--- src/hdl/dsim_pkg.sv ---
/*
 * Shared constants and types for the DDR SDRAM command, mode and burst core.
 * Assumes one clock shared with the memory controller; the controller's command
 * and data pins are registered logic on that same clock.
 */
package dsim_pkg;

	localparam int          DQ_W          = 8;
	localparam int          COL_W         = 4;

	// command encodings {cs_n, ras_n, cas_n, we_n}
	localparam logic [3:0]  CMD_MRS       = 4'h0;
	localparam logic [3:0]  CMD_REF       = 4'h1;
	localparam logic [3:0]  CMD_PRE       = 4'h2;
	localparam logic [3:0]  CMD_ACT       = 4'h3;
	localparam logic [3:0]  CMD_WR        = 4'h4;
	localparam logic [3:0]  CMD_RD        = 4'h5;

	// mode register select by bank bits
	localparam logic [1:0]  BA_MODE       = 2'h0;
	localparam logic [1:0]  BA_EXT_MODE   = 2'h1;

	// mode register field positions
	localparam int          BL_LSB        = 0;
	localparam int          BT_BIT        = 3;
	localparam int          CL_LSB        = 4;
	localparam int          OPMODE_LSB    = 7;
	localparam int          DLL_RST_BIT   = 8;
	localparam int          EXT_DLL_BIT   = 0;
	localparam int          PRE_ALL_BIT   = 10;

	// field codes
	localparam logic [2:0]  BL_CODE_2     = 3'h1;
	localparam logic [2:0]  BL_CODE_4     = 3'h2;
	localparam logic [2:0]  BL_CODE_8     = 3'h3;
	localparam logic [2:0]  CL_CODE_2     = 3'h2;
	localparam logic [2:0]  CL_CODE_3     = 3'h3;
	localparam logic [2:0]  CL_CODE_25    = 3'h5;
	localparam logic [5:0]  OPMODE_NORMAL = 6'h00;
	localparam logic [5:0]  OPMODE_DLLRST = 6'h02;

	// reset values
	localparam logic [12:0] MODE_RESET    = 13'h0000;
	localparam logic [12:0] EXT_RESET     = 13'h0001;

	// timing counts in clock cycles
	localparam logic [7:0]  DLL_LOCK_CYC  = 8'hC8;

	typedef struct packed {
		logic        cke;
		logic        cs_n;
		logic        ras_n;
		logic        cas_n;
		logic        we_n;
		logic [1:0]  ba;
		logic [12:0] addr;
	} dsim_cmd_s;

	typedef struct packed {
		logic [DQ_W-1:0] rise;
		logic [DQ_W-1:0] fall;
	} dsim_pair_s;

	typedef enum logic [1:0] {
		BST_IDLE,
		BST_RD_WAIT,
		BST_RD,
		BST_WR
	} dsim_burst_e;

	typedef enum logic [3:0] {
		INI_PRE1,
		INI_EXT,
		INI_DLLRST,
		INI_LOCK,
		INI_PRE2,
		INI_REF1,
		INI_REF2,
		INI_MODE,
		INI_DONE
	} dsim_init_e;

endpackage

--- src/hdl/dsim_core.sv ---
/*
 * Device-side core of a quad-bank DDR SDRAM: command decode, mode and extended
 * mode registers, bank/row tracking, init sequence tracking, burst addressing
 * and a small storage array behind double-rate data pins.
 * Assumes the controller drives commands and data synchronously to ref_clk_in;
 * each clock carries one 2n-bit word split into rise and fall halves.
 */
`timescale 1ns/1ps

// Behaviour
// - each clock moves one 2n-bit core word as two n-bit pin halves
// - Active picks bank from bank bits and opens the row on address
// - Read/Write address gives the starting column within the open row
// - data and strobe outputs stay undriven until a read drives them
// - Precharge ALL after lock leaves all banks idle
// - mode set with bank bits 00 loads the mode register and keeps it
// - the DLL reset bit clears itself after use
// - fields: length A0-A2, type A3, latency A4-A6, mode A7-A12
// - burst lengths 2, 4, 8 for both types; code 010 is four
// - latency code 010 is two clocks, 101 is two and a half
// - bursts wrap inside an aligned block equal to the burst length
// - one burst length governs reads and writes
// - sequential order increments the low bits modulo burst length
// - interleaved order XORs the low start bits with the beat count
// - all-zero operating mode is normal, other non-reset patterns reserved
// - A8 alone requests DLL reset, later followed by a normal write
// - read data appears m clocks after the Read edge; latency code 101 (two and a half) gives three clocks
// - bank bits 01 load the extended register; bit zero low enables DLL
module dsim_core
(
	input  wire logic               ref_clk_in,       // 40 MHz clock
	input  wire logic               reset_n_in,       // async reset, active low
	input  wire dsim_pkg::dsim_cmd_s cmd_in,          // command, bank and address pins
	input  wire dsim_pkg::dsim_pair_s dq_in,          // write data halves
	input  wire logic [1:0]         dm_in,            // write mask {rise, fall}
	input  wire logic               rd_stall_in,      // receiver holds off read data
	output logic                    rd_ready_out,     // read buffer can take a word
	output dsim_pkg::dsim_pair_s    dq_out,           // read data halves
	output logic                    dq_oe_out,        // high while driving data
	output logic [1:0]              dqs_out,          // read strobe {rise, fall}
	output logic                    dqs_oe_out,       // high while driving strobe
	output logic [12:0]             mode_cfg_out,     // mode register contents
	output logic                    dll_on_out,       // DLL enabled and locked
	output logic                    init_done_out,    // init sequence complete
	output logic                    cfg_reserved_out  // reserved code in mode register
);

	localparam int BUF_DEPTH = 2;

	// short local names for the package's state codes, nothing is imported
	localparam dsim_pkg::dsim_burst_e BST_IDLE    = dsim_pkg::BST_IDLE;
	localparam dsim_pkg::dsim_burst_e BST_RD_WAIT = dsim_pkg::BST_RD_WAIT;
	localparam dsim_pkg::dsim_burst_e BST_RD      = dsim_pkg::BST_RD;
	localparam dsim_pkg::dsim_burst_e BST_WR      = dsim_pkg::BST_WR;
	localparam dsim_pkg::dsim_init_e  INI_PRE1    = dsim_pkg::INI_PRE1;
	localparam dsim_pkg::dsim_init_e  INI_EXT     = dsim_pkg::INI_EXT;
	localparam dsim_pkg::dsim_init_e  INI_DLLRST  = dsim_pkg::INI_DLLRST;
	localparam dsim_pkg::dsim_init_e  INI_LOCK    = dsim_pkg::INI_LOCK;
	localparam dsim_pkg::dsim_init_e  INI_PRE2    = dsim_pkg::INI_PRE2;
	localparam dsim_pkg::dsim_init_e  INI_REF1    = dsim_pkg::INI_REF1;
	localparam dsim_pkg::dsim_init_e  INI_REF2    = dsim_pkg::INI_REF2;
	localparam dsim_pkg::dsim_init_e  INI_MODE    = dsim_pkg::INI_MODE;
	localparam dsim_pkg::dsim_init_e  INI_DONE    = dsim_pkg::INI_DONE;

	// state
	dsim_pkg::dsim_burst_e burst_reg, burst_next;
	dsim_pkg::dsim_init_e  init_reg, init_next;
	logic [12:0]          mode_reg, mode_next;
	logic [12:0]          ext_reg, ext_next;
	logic [12:0]          row_reg [4];
	logic [12:0]          row_next [4];
	logic [3:0]           open_reg, open_next;
	logic [1:0]           bank_reg, bank_next;
	logic [3:0]           start_reg, start_next;
	logic [2:0]           beat_reg, beat_next;
	logic [7:0]           lock_reg, lock_next;
	logic                 locked_reg, locked_next;
	logic                 rsv_reg, rsv_next;

	// read buffer and pin stage
	logic [2*dsim_pkg::DQ_W-1:0] buf_reg [BUF_DEPTH];
	logic [2*dsim_pkg::DQ_W-1:0] buf_next [BUF_DEPTH];
	logic                 wptr_reg, wptr_next;
	logic                 rptr_reg, rptr_next;
	logic [1:0]           cnt_reg, cnt_next;
	dsim_pkg::dsim_pair_s dq_reg, dq_next;
	logic                 oe_reg, oe_next;

	logic [2*dsim_pkg::DQ_W-1:0] mem [256];

	// decode
	logic [3:0]           cmd;
	logic                 cmd_ok;
	logic                 bl_ok;
	logic                 cl_ok;
	logic [2:0]           last_beat;
	logic                 lat_extra;
	logic                 rd_take;
	logic                 wr_take;
	logic                 push;
	logic                 pop;
	logic [3:0]           cur_col;
	logic [7:0]           mem_idx;
	logic [5:0]           opmode;

	// burst column for beat k: block bits kept, low bits wrap by length
	function automatic logic [3:0] col_of(input logic [3:0] start, input logic [2:0] k,
		input logic [2:0] bl_code, input logic ilv);
		logic [3:0] mask;
		logic [3:0] low;
		mask = 4'h7;
		low  = 4'h0;
		if (bl_code == dsim_pkg::BL_CODE_2)
		begin
			mask = 4'h1;
		end
		else if (bl_code == dsim_pkg::BL_CODE_4)
		begin
			mask = 4'h3;
		end
		if (ilv)
		begin
			low = start ^ {1'b0, k};
		end
		else
		begin
			low = start + {1'b0, k};
		end
		return (start & ~mask) | (low & mask);
	endfunction

	always_comb
	begin
		cmd       = {cmd_in.cs_n, cmd_in.ras_n, cmd_in.cas_n, cmd_in.we_n};
		cmd_ok    = cmd_in.cke && !cmd_in.cs_n;
		opmode    = mode_reg[12:dsim_pkg::OPMODE_LSB];
		bl_ok     = 1'b1;
		last_beat = 3'h7;
		unique case (mode_reg[dsim_pkg::BL_LSB +: 3])
			dsim_pkg::BL_CODE_2: last_beat = 3'h1;
			dsim_pkg::BL_CODE_4: last_beat = 3'h3;
			dsim_pkg::BL_CODE_8: last_beat = 3'h7;
			default:             bl_ok     = 1'b0;
		endcase
		cl_ok     = 1'b1;
		lat_extra = 1'b1;
		unique case (mode_reg[dsim_pkg::CL_LSB +: 3])
			dsim_pkg::CL_CODE_2:  lat_extra = 1'b0;
			dsim_pkg::CL_CODE_25: lat_extra = 1'b1;
			dsim_pkg::CL_CODE_3:  lat_extra = 1'b1;
			default:              cl_ok     = 1'b0;
		endcase
		// reserved length codes refuse reads and writes, reserved latency codes refuse reads only, reserved operating modes refuse neither
		rd_take = cmd_ok && cmd == dsim_pkg::CMD_RD && burst_reg == BST_IDLE
			&& bl_ok && cl_ok && open_reg[cmd_in.ba];
		wr_take = cmd_ok && cmd == dsim_pkg::CMD_WR && burst_reg == BST_IDLE
			&& bl_ok && open_reg[cmd_in.ba];
		cur_col = col_of(start_reg, beat_reg, mode_reg[dsim_pkg::BL_LSB +: 3],
			mode_reg[dsim_pkg::BT_BIT]);
		mem_idx = {bank_reg, row_reg[bank_reg][1:0], cur_col};
		push    = burst_reg == BST_RD && cnt_reg < 2'(BUF_DEPTH);
		pop     = cnt_reg != 2'h0 && !rd_stall_in;
	end

	// command, mode and burst control
	always_comb
	begin
		burst_next  = burst_reg;
		mode_next   = mode_reg;
		ext_next    = ext_reg;
		open_next   = open_reg;
		bank_next   = bank_reg;
		start_next  = start_reg;
		beat_next   = beat_reg;
		for (int b = 0; b < 4; b++)
		begin
			row_next[b] = row_reg[b];
		end
		mode_next[dsim_pkg::DLL_RST_BIT] = 1'b0;
		if (cmd_ok && cmd == dsim_pkg::CMD_ACT)
		begin
			row_next[cmd_in.ba]  = cmd_in.addr;
			open_next[cmd_in.ba] = 1'b1;
		end
		if (cmd_ok && cmd == dsim_pkg::CMD_PRE)
		begin
			if (cmd_in.addr[dsim_pkg::PRE_ALL_BIT])
			begin
				open_next = 4'h0;
			end
			else
			begin
				open_next[cmd_in.ba] = 1'b0;
			end
		end
		// mode writes are honoured only with no burst running and banks idle
		if (cmd_ok && cmd == dsim_pkg::CMD_MRS && burst_reg == BST_IDLE && open_reg == 4'h0)
		begin
			if (cmd_in.ba == dsim_pkg::BA_MODE)
			begin
				mode_next = cmd_in.addr;
			end
			else if (cmd_in.ba == dsim_pkg::BA_EXT_MODE)
			begin
				ext_next = cmd_in.addr;
			end
		end
		unique case (burst_reg)
			BST_IDLE:
			begin
				if (rd_take || wr_take)
				begin
					bank_next  = cmd_in.ba;
					start_next = cmd_in.addr[dsim_pkg::COL_W-1:0];
					beat_next  = 3'h0;
					if (wr_take)
					begin
						burst_next = BST_WR;
					end
					else if (lat_extra)
					begin
						burst_next = BST_RD_WAIT;
					end
					else
					begin
						burst_next = BST_RD;
					end
				end
			end
			BST_RD_WAIT:
			begin
				burst_next = BST_RD;
			end
			BST_RD:
			begin
				if (push)
				begin
					beat_next = beat_reg + 3'h1;
					if (beat_reg == last_beat)
					begin
						burst_next = BST_IDLE;
					end
				end
			end
			BST_WR:
			begin
				beat_next = beat_reg + 3'h1;
				if (beat_reg == last_beat)
				begin
					burst_next = BST_IDLE;
				end
			end
		endcase
	end

	// init sequence tracking and DLL lock count
	always_comb
	begin
		init_next   = init_reg;
		lock_next   = lock_reg;
		locked_next = locked_reg;
		rsv_next    = !bl_ok || !cl_ok
			|| (opmode != dsim_pkg::OPMODE_NORMAL && opmode != dsim_pkg::OPMODE_DLLRST);
		if (ext_reg[dsim_pkg::EXT_DLL_BIT])
		begin
			locked_next = 1'b0;
		end
		if (mode_reg[dsim_pkg::DLL_RST_BIT])
		begin
			lock_next   = dsim_pkg::DLL_LOCK_CYC;
			locked_next = 1'b0;
		end
		else if (lock_reg != 8'h00)
		begin
			lock_next = lock_reg - 8'h01;
			if (lock_reg == 8'h01 && !ext_reg[dsim_pkg::EXT_DLL_BIT])
			begin
				locked_next = 1'b1;
			end
		end
		if (cmd_ok)
		begin
			unique case (init_reg)
				INI_PRE1:
				begin
					if (cmd == dsim_pkg::CMD_PRE && cmd_in.addr[dsim_pkg::PRE_ALL_BIT])
					begin
						init_next = INI_EXT;
					end
				end
				INI_EXT:
				begin
					if (cmd == dsim_pkg::CMD_MRS && cmd_in.ba == dsim_pkg::BA_EXT_MODE
						&& !cmd_in.addr[dsim_pkg::EXT_DLL_BIT])
					begin
						init_next = INI_DLLRST;
					end
				end
				INI_DLLRST:
				begin
					if (cmd == dsim_pkg::CMD_MRS && cmd_in.ba == dsim_pkg::BA_MODE
						&& cmd_in.addr[dsim_pkg::DLL_RST_BIT])
					begin
						init_next = INI_LOCK;
					end
				end
				INI_LOCK:
				begin
					// a command during lock restarts the sequence
					init_next = INI_PRE1;
				end
				INI_PRE2:
				begin
					if (cmd == dsim_pkg::CMD_PRE && cmd_in.addr[dsim_pkg::PRE_ALL_BIT])
					begin
						init_next = INI_REF1;
					end
				end
				INI_REF1:
				begin
					if (cmd == dsim_pkg::CMD_REF)
					begin
						init_next = INI_REF2;
					end
				end
				INI_REF2:
				begin
					if (cmd == dsim_pkg::CMD_REF)
					begin
						init_next = INI_MODE;
					end
				end
				INI_MODE:
				begin
					if (cmd == dsim_pkg::CMD_MRS && cmd_in.ba == dsim_pkg::BA_MODE
						&& !cmd_in.addr[dsim_pkg::DLL_RST_BIT])
					begin
						init_next = INI_DONE;
					end
				end
				INI_DONE:
				begin
					init_next = INI_DONE;
				end
			endcase
		end
		if (init_reg == INI_LOCK && !cmd_ok && lock_reg == 8'h01)
		begin
			init_next = INI_PRE2;
		end
	end

	// read buffer and pin stage: a stalled receiver backs the burst up
	always_comb
	begin
		buf_next[0] = buf_reg[0];
		buf_next[1] = buf_reg[1];
		wptr_next   = wptr_reg;
		rptr_next   = rptr_reg;
		cnt_next    = cnt_reg;
		dq_next     = dq_reg;
		oe_next     = pop;
		if (push)
		begin
			buf_next[wptr_reg] = mem[mem_idx];
			wptr_next          = !wptr_reg;
		end
		if (pop)
		begin
			dq_next   = buf_reg[rptr_reg];
			rptr_next = !rptr_reg;
		end
		cnt_next = cnt_reg + {1'b0, push} - {1'b0, pop};
	end

	always_ff @(posedge ref_clk_in or negedge reset_n_in)
	begin
		if (!reset_n_in)
		begin
			burst_reg  <= BST_IDLE;
			init_reg   <= INI_PRE1;
			mode_reg   <= dsim_pkg::MODE_RESET;
			ext_reg    <= dsim_pkg::EXT_RESET;
			open_reg   <= 4'h0;
			bank_reg   <= 2'h0;
			start_reg  <= 4'h0;
			beat_reg   <= 3'h0;
			lock_reg   <= 8'h00;
			locked_reg <= 1'b0;
			rsv_reg    <= 1'b0;
			wptr_reg   <= 1'b0;
			rptr_reg   <= 1'b0;
			cnt_reg    <= 2'h0;
			dq_reg     <= '0;
			oe_reg     <= 1'b0;
			for (int b = 0; b < 4; b++)
			begin
				row_reg[b] <= 13'h0000;
			end
			buf_reg[0] <= '0;
			buf_reg[1] <= '0;
		end
		else
		begin
			burst_reg  <= burst_next;
			init_reg   <= init_next;
			mode_reg   <= mode_next;
			ext_reg    <= ext_next;
			open_reg   <= open_next;
			bank_reg   <= bank_next;
			start_reg  <= start_next;
			beat_reg   <= beat_next;
			lock_reg   <= lock_next;
			locked_reg <= locked_next;
			rsv_reg    <= rsv_next;
			wptr_reg   <= wptr_next;
			rptr_reg   <= rptr_next;
			cnt_reg    <= cnt_next;
			dq_reg     <= dq_next;
			oe_reg     <= oe_next;
			for (int b = 0; b < 4; b++)
			begin
				row_reg[b] <= row_next[b];
			end
			buf_reg[0] <= buf_next[0];
			buf_reg[1] <= buf_next[1];
		end
	end

	// write halves land in one core word per clock, masked per half
	always_ff @(posedge ref_clk_in)
	begin
		if (burst_reg == BST_WR)
		begin
			if (!dm_in[1])
			begin
				mem[mem_idx][2*dsim_pkg::DQ_W-1:dsim_pkg::DQ_W] <= dq_in.rise;
			end
			if (!dm_in[0])
			begin
				mem[mem_idx][dsim_pkg::DQ_W-1:0] <= dq_in.fall;
			end
		end
	end

	assign rd_ready_out     = cnt_reg < 2'(BUF_DEPTH);
	assign dq_out           = dq_reg;
	assign dq_oe_out        = oe_reg;
	assign dqs_out          = 2'h2;
	assign dqs_oe_out       = oe_reg;
	assign mode_cfg_out     = mode_reg;
	assign dll_on_out       = locked_reg;
	assign init_done_out    = init_reg == INI_DONE;
	assign cfg_reserved_out = rsv_reg;

	chk_mode_load: assert property (@(posedge ref_clk_in) disable iff (!reset_n_in)
		cmd_ok && cmd == dsim_pkg::CMD_MRS && cmd_in.ba == dsim_pkg::BA_MODE
		&& burst_reg == BST_IDLE && open_reg == 4'h0
		|=> mode_reg[7:0] == $past(cmd_in.addr[7:0]) && mode_reg[12:9] == $past(cmd_in.addr[12:9]))
		else $error("mode register did not load");

	chk_dll_selfclear: assert property (@(posedge ref_clk_in) disable iff (!reset_n_in)
		mode_reg[dsim_pkg::DLL_RST_BIT] |=> !mode_reg[dsim_pkg::DLL_RST_BIT]
		|| $past(cmd_ok && cmd == dsim_pkg::CMD_MRS))
		else $error("DLL reset bit did not clear");

	chk_ext_load: assert property (@(posedge ref_clk_in) disable iff (!reset_n_in)
		cmd_ok && cmd == dsim_pkg::CMD_MRS && cmd_in.ba == dsim_pkg::BA_EXT_MODE
		&& burst_reg == BST_IDLE && open_reg == 4'h0 |=> ext_reg == $past(cmd_in.addr))
		else $error("extended register did not load");

	chk_pins_quiet: assert property (@(posedge ref_clk_in) disable iff (!reset_n_in)
		dq_oe_out |-> $past(cnt_reg) != 2'h0)
		else $error("data driven without read data");

	chk_read_latency: assert property (@(posedge ref_clk_in) disable iff (!reset_n_in)
		rd_take && !lat_extra ##2 !rd_stall_in |=> dq_oe_out)
		else $error("read data late for latency two");

	chk_burst_block: assert property (@(posedge ref_clk_in) disable iff (!reset_n_in)
		burst_reg == BST_RD && mode_reg[2:0] == dsim_pkg::BL_CODE_4
		|-> cur_col[3:2] == start_reg[3:2])
		else $error("burst left its block");

	chk_order_seq: assert property (@(posedge ref_clk_in) disable iff (!reset_n_in)
		burst_reg == BST_WR && !mode_reg[dsim_pkg::BT_BIT]
		&& mode_reg[2:0] == dsim_pkg::BL_CODE_8 |-> cur_col[2:0] == start_reg[2:0] + beat_reg)
		else $error("sequential order wrong");

	chk_order_ilv: assert property (@(posedge ref_clk_in) disable iff (!reset_n_in)
		(burst_reg == BST_WR || burst_reg == BST_RD) && mode_reg[dsim_pkg::BT_BIT]
		&& mode_reg[2:0] == dsim_pkg::BL_CODE_8 |-> cur_col[2:0] == (start_reg[2:0] ^ beat_reg))
		else $error("interleaved order wrong");

	chk_lock_count: assert property (@(posedge ref_clk_in) disable iff (!reset_n_in)
		mode_reg[dsim_pkg::DLL_RST_BIT] |=> lock_reg == dsim_pkg::DLL_LOCK_CYC ##1 !dll_on_out)
		else $error("DLL lock count not started");

endmodule

--- config.mk ---
export PLATFORM = sky130hd
export DESIGN_NAME = dsim_core
export DESIGN_NICKNAME = d
export VERILOG_FILES = /design/src/hdl/dsim_pkg.sv /design/src/hdl/dsim_core.sv
export SDC_FILE = /design/constraint.sdc
export NUM_CORES = 2
export LEC_CHECK = 0
export BUFFER_PORTS_ARGS = -buffer_cell sky130_fd_sc_hd__buf_4
export CORE_ASPECT_RATIO = 0.8
export CORE_MARGIN = 2
export CORE_UTILIZATION = 45
export DETAILED_ROUTE_END_ITERATION = 10
export PLACE_DENSITY = 0.62
export SLEW_MARGIN = 15
export SYNTH_ARGS = -nofsm -noshare
export SYNTH_HDL_FRONTEND = slang
export SYNTH_SLANG_ARGS = --single-unit
--- constraint.sdc ---
create_clock -name ref_clk_in -period 3.5 [get_ports ref_clk_in]
set_clock_uncertainty 0.1 [all_clocks]
set_input_delay 0.875 -clock ref_clk_in [delete_from_list [all_inputs] [get_ports ref_clk_in]]
set_output_delay 0.875 -clock ref_clk_in [all_outputs]
set_load 0.01 [all_outputs]
==> results by group <==
Run status
  • Status: finished, violations left
  • Failing checks: negative setup slack

Timing
  • Worst-Margin Slew: 1.203 ns
  • Final worst slack: -0.6458 ns
  • Fmax: 241.2 MHz
  • Period minus WS final: 4.146 ns
  • Final setup fails: 2,362
  • Hold_ws: 0.1172 ns
  • Setup tns final: -342.80 ns
  • Max-slew headroom: 0.1979
  • RSZ-0062 raised after global routing: true
  • Fin. max-slew vios: 0
  • Hold Violations, Final: 0
  • Fin crit share: 1.185

Finish
  • Layout cells sized above 1: 0.3107
  • Commonest non-fill, non-tap cell in the layout: edfxtp_1
  • Max reg flops: 4,096
  • Count of filler cells inserted in the layout: 27,630
  • Most frequent cells in the layout: edfxtp_1 (4,096), buf_4 (1,116), mux2i_1 (692)
  • Syn-to-layout area delta: 20.52%
  • Nets: 10,120

CTS
  • Clock tree buffer depth: 4
  • Clk Latency, worst-skew pair: 0.90 ns
  • CTS buffer count: 403
  • H-Tree Depth: 5
  • CTS tree: done
  • Clock root buffer master: clkbuf_16
  • CTS sink cnt: 4,200
  • Clock-pin slew on the worst setup and hold paths: 0.06 ns

GRT
  • Total GRT Usage: 0.2377
  • Vias in the first global route: 89,950
  • Antenna violations before repair: 22
  • Global route total overflow: 0
  • Largest net degree at the start of global routing: 98
  • First-pass GRT wire length: 644,600 um

Die
  • Horiz. Die Dim: 681.4 um
  • FP Rows: 198
  • Starting Density: 0.4533
  • Die area: 372,000 um2
  • I/O pin total: 78
  • Core footprint: 364,400 um2
  • Die height: 545.9 um

Route
  • Post-Route WL: 451,800 um
  • Initial DRC count: 12,350
  • Routed Antenna Nets: 0
  • Residual DRC: 0
  • Vias: 90,830
  • 1st-pass router iterations: 6
  • Routed length per instance: 29.49 um
  • Vias per cell: 5.927

Power
  • VDD IR max: 0.4569 mV
  • Static leakage: 62.97 nW
  • Pwr dens: 587.2 nW/um2
  • Tot Pwr: 116.9 mW

Synth
  • Synth Register Bits: 4,200
  • Netlist cell types: 65
  • Mapped Cells: 8,775
  • YS warnings: 0
  • Sequential cell area fraction in the yosys report: 0.7603
  • Asr flop ratio synth: 0.02476
  • EDFF count, synth: 4,096
  • Mapped Area: 165,200 um2
  • Synthesized net count: 8,825
  • Post-synthesis area per instance: 18.83 um2
  • Synth Flop Type: edfxtp_1

Place
  • Port Buffers: 75
  • Dpl hpwl: 284,100 um
  • Place WS: -0.8344 ns
  • Placer congestion estimate: 0.8614

Setup path
  • WS Path Type: flip-flop to flip-flop
  • CP Max Fanout: 15
  • Worst reg2reg path endpoint: buf_reg[29]
  • Crit Reg-Reg Startpoint: start_reg[0]
  • Crit path capture: buf_reg[29]
  • Worst R2R Setup Slack: -0.65 ns
  • Critical Path Start: start_reg[0]
  • Req. time, crit path: 4.18 ns
  • Arrival time worst endpoint: 4.82 ns
  • Crit end category: flip-flop
  • Setup crit start kind: flip-flop
  • R2R depth: 13

Run
  • Max_cap viols: 0

Worst hold path
  • Hold depth: 2
  • Hold WC Path Type: input port to flip-flop
-- logic make-up after synthesis --
family / share of synthesized area
adders and majority gates: 0.0007271
and+or+nand+nor: 0.03748
other: 0.00004546
xor gates and xnor gates: 0.0006742
AOI/OAI and AO/OA: 0.04585
buffers and inverters: 0.01809
DFF: 0.7603
muxes: 0.1368
-- repair_timing --
item                                    in CTS  in global routing
pin swaps                                   57                107
gates resized for setup                    251                332
hold buffers                                 1                  0
setup buffers                               32                 14
cloned                                      11                  9
hold endpoints to repair                    44                  0
endpoints found under the setup margin    1486               3010
-- per-layer routing --
layer | vias to the layer above | track usage | part of all wire | wire [um]
met5 | - | 0 | 0 | 0
met4 | 0 | 0.06308 | 0.026 | 11780
met3 | 629 | 0.04517 | 0.10 | 46190
met2 | 4558 | 0.3540 | 0.45 | 202900
met1 | 47360 | 0.3609 | 0.42 | 190900
li1 | 38280 | - | - | -
-- worst max-delay path: stages, from the launching register on --
cell and delay (ns):
dfrtp_1 0.41, ha_4 0.17, fa_1 0.43, mux2_4 0.37, mux2_8 0.43, buf_4 0.20
clkbuf_16 0.20, buf_12 0.18, mux4_2 0.32, a22o_4 0.29, o21ai_2 0.19, nand4_1 0.35
nand4_1 0.25, o21ai_1 0.07
-- metrics by stage --
step / instance area [um2] / utilization / cells
5_1_grt: 199100 / 0.5463 / 15320
3_3_place_gp: 182700 / 0.5013 / 14510
2_1_floorplan: 165600 / - / 8775
4_1_cts: 197500 / 0.5419 / 15290
6_report: 199100 / 0.5463 / 15320
3_5_place_dp: 182700 / 0.5013 / 14510
-- cells in the mapped netlist (all sizes together) (9+ instances only) --
cell     instances  area [um2]
a32o            65       650.6
nand2          306        1149
or2             12       77.57
a2111oi         17       148.9
mux2i          706        7067
o41ai           17       148.9
edfxtp        4096      123000
or4             17       127.6
dfrtp          103        2577
a211oi         225        1694
nor2           576        2165
buf            329        1922
a22oi          161        1209
clkbuf         273        1025
inv             11       41.29
a21oi          209        1046
or4b            16       160.2
nor3            11       55.05
xnor2            9       86.34
and3            20       125.1
mux4           659       14840
nand4           97       606.8
nand2b          12       77.58
a22o            32       280.3
a41oi           17       148.9
o21ai          328        1642
o22ai           33       206.5
mux2            61       694.4
nand3          112       560.5
a31oi           51       319.1
nor2b          151       944.7
-- cell type report --
type / instances / area (um2) / share of cell area
inverters: 11 / 41.29 / 0.0002074
multi-input cells: 3964 / 38850 / 0.1951
clock inverters: 243 / 2407 / 0.01209
flip-flops and latches: 4200 / 125600 / 0.6309
well taps: 4900 / 6131 / 0.03079
diodes: 13 / 32.53 / 0.0001634
clock buffers: 500 / 10750 / 0.05400
repair buffers: 1493 / 15280 / 0.07675
-- power by group --
group | switching [mW] | total [mW] | internal [mW]
logic | 9.81 | 17.5 | 7.73
registers | 0.260 | 55.6 | 55.4
clock network | 18.7 | 43.7 | 25.0
-- how the worst min path moves through the flow --
stage / start / endpoint
detailed placement: dq_out[11] / dq_out[11]
floorplan: buf_reg[16] / buf_reg[16]
CTS: cmd_in[11] / mode_cfg_out[11]
finish: cmd_in[4] / mode_cfg_out[4]
global route: cmd_in[11] / mode_cfg_out[11]
global placement: buf_reg[11] / buf_reg[11]
Note: power is estimated with default switching activity, not from simulation.
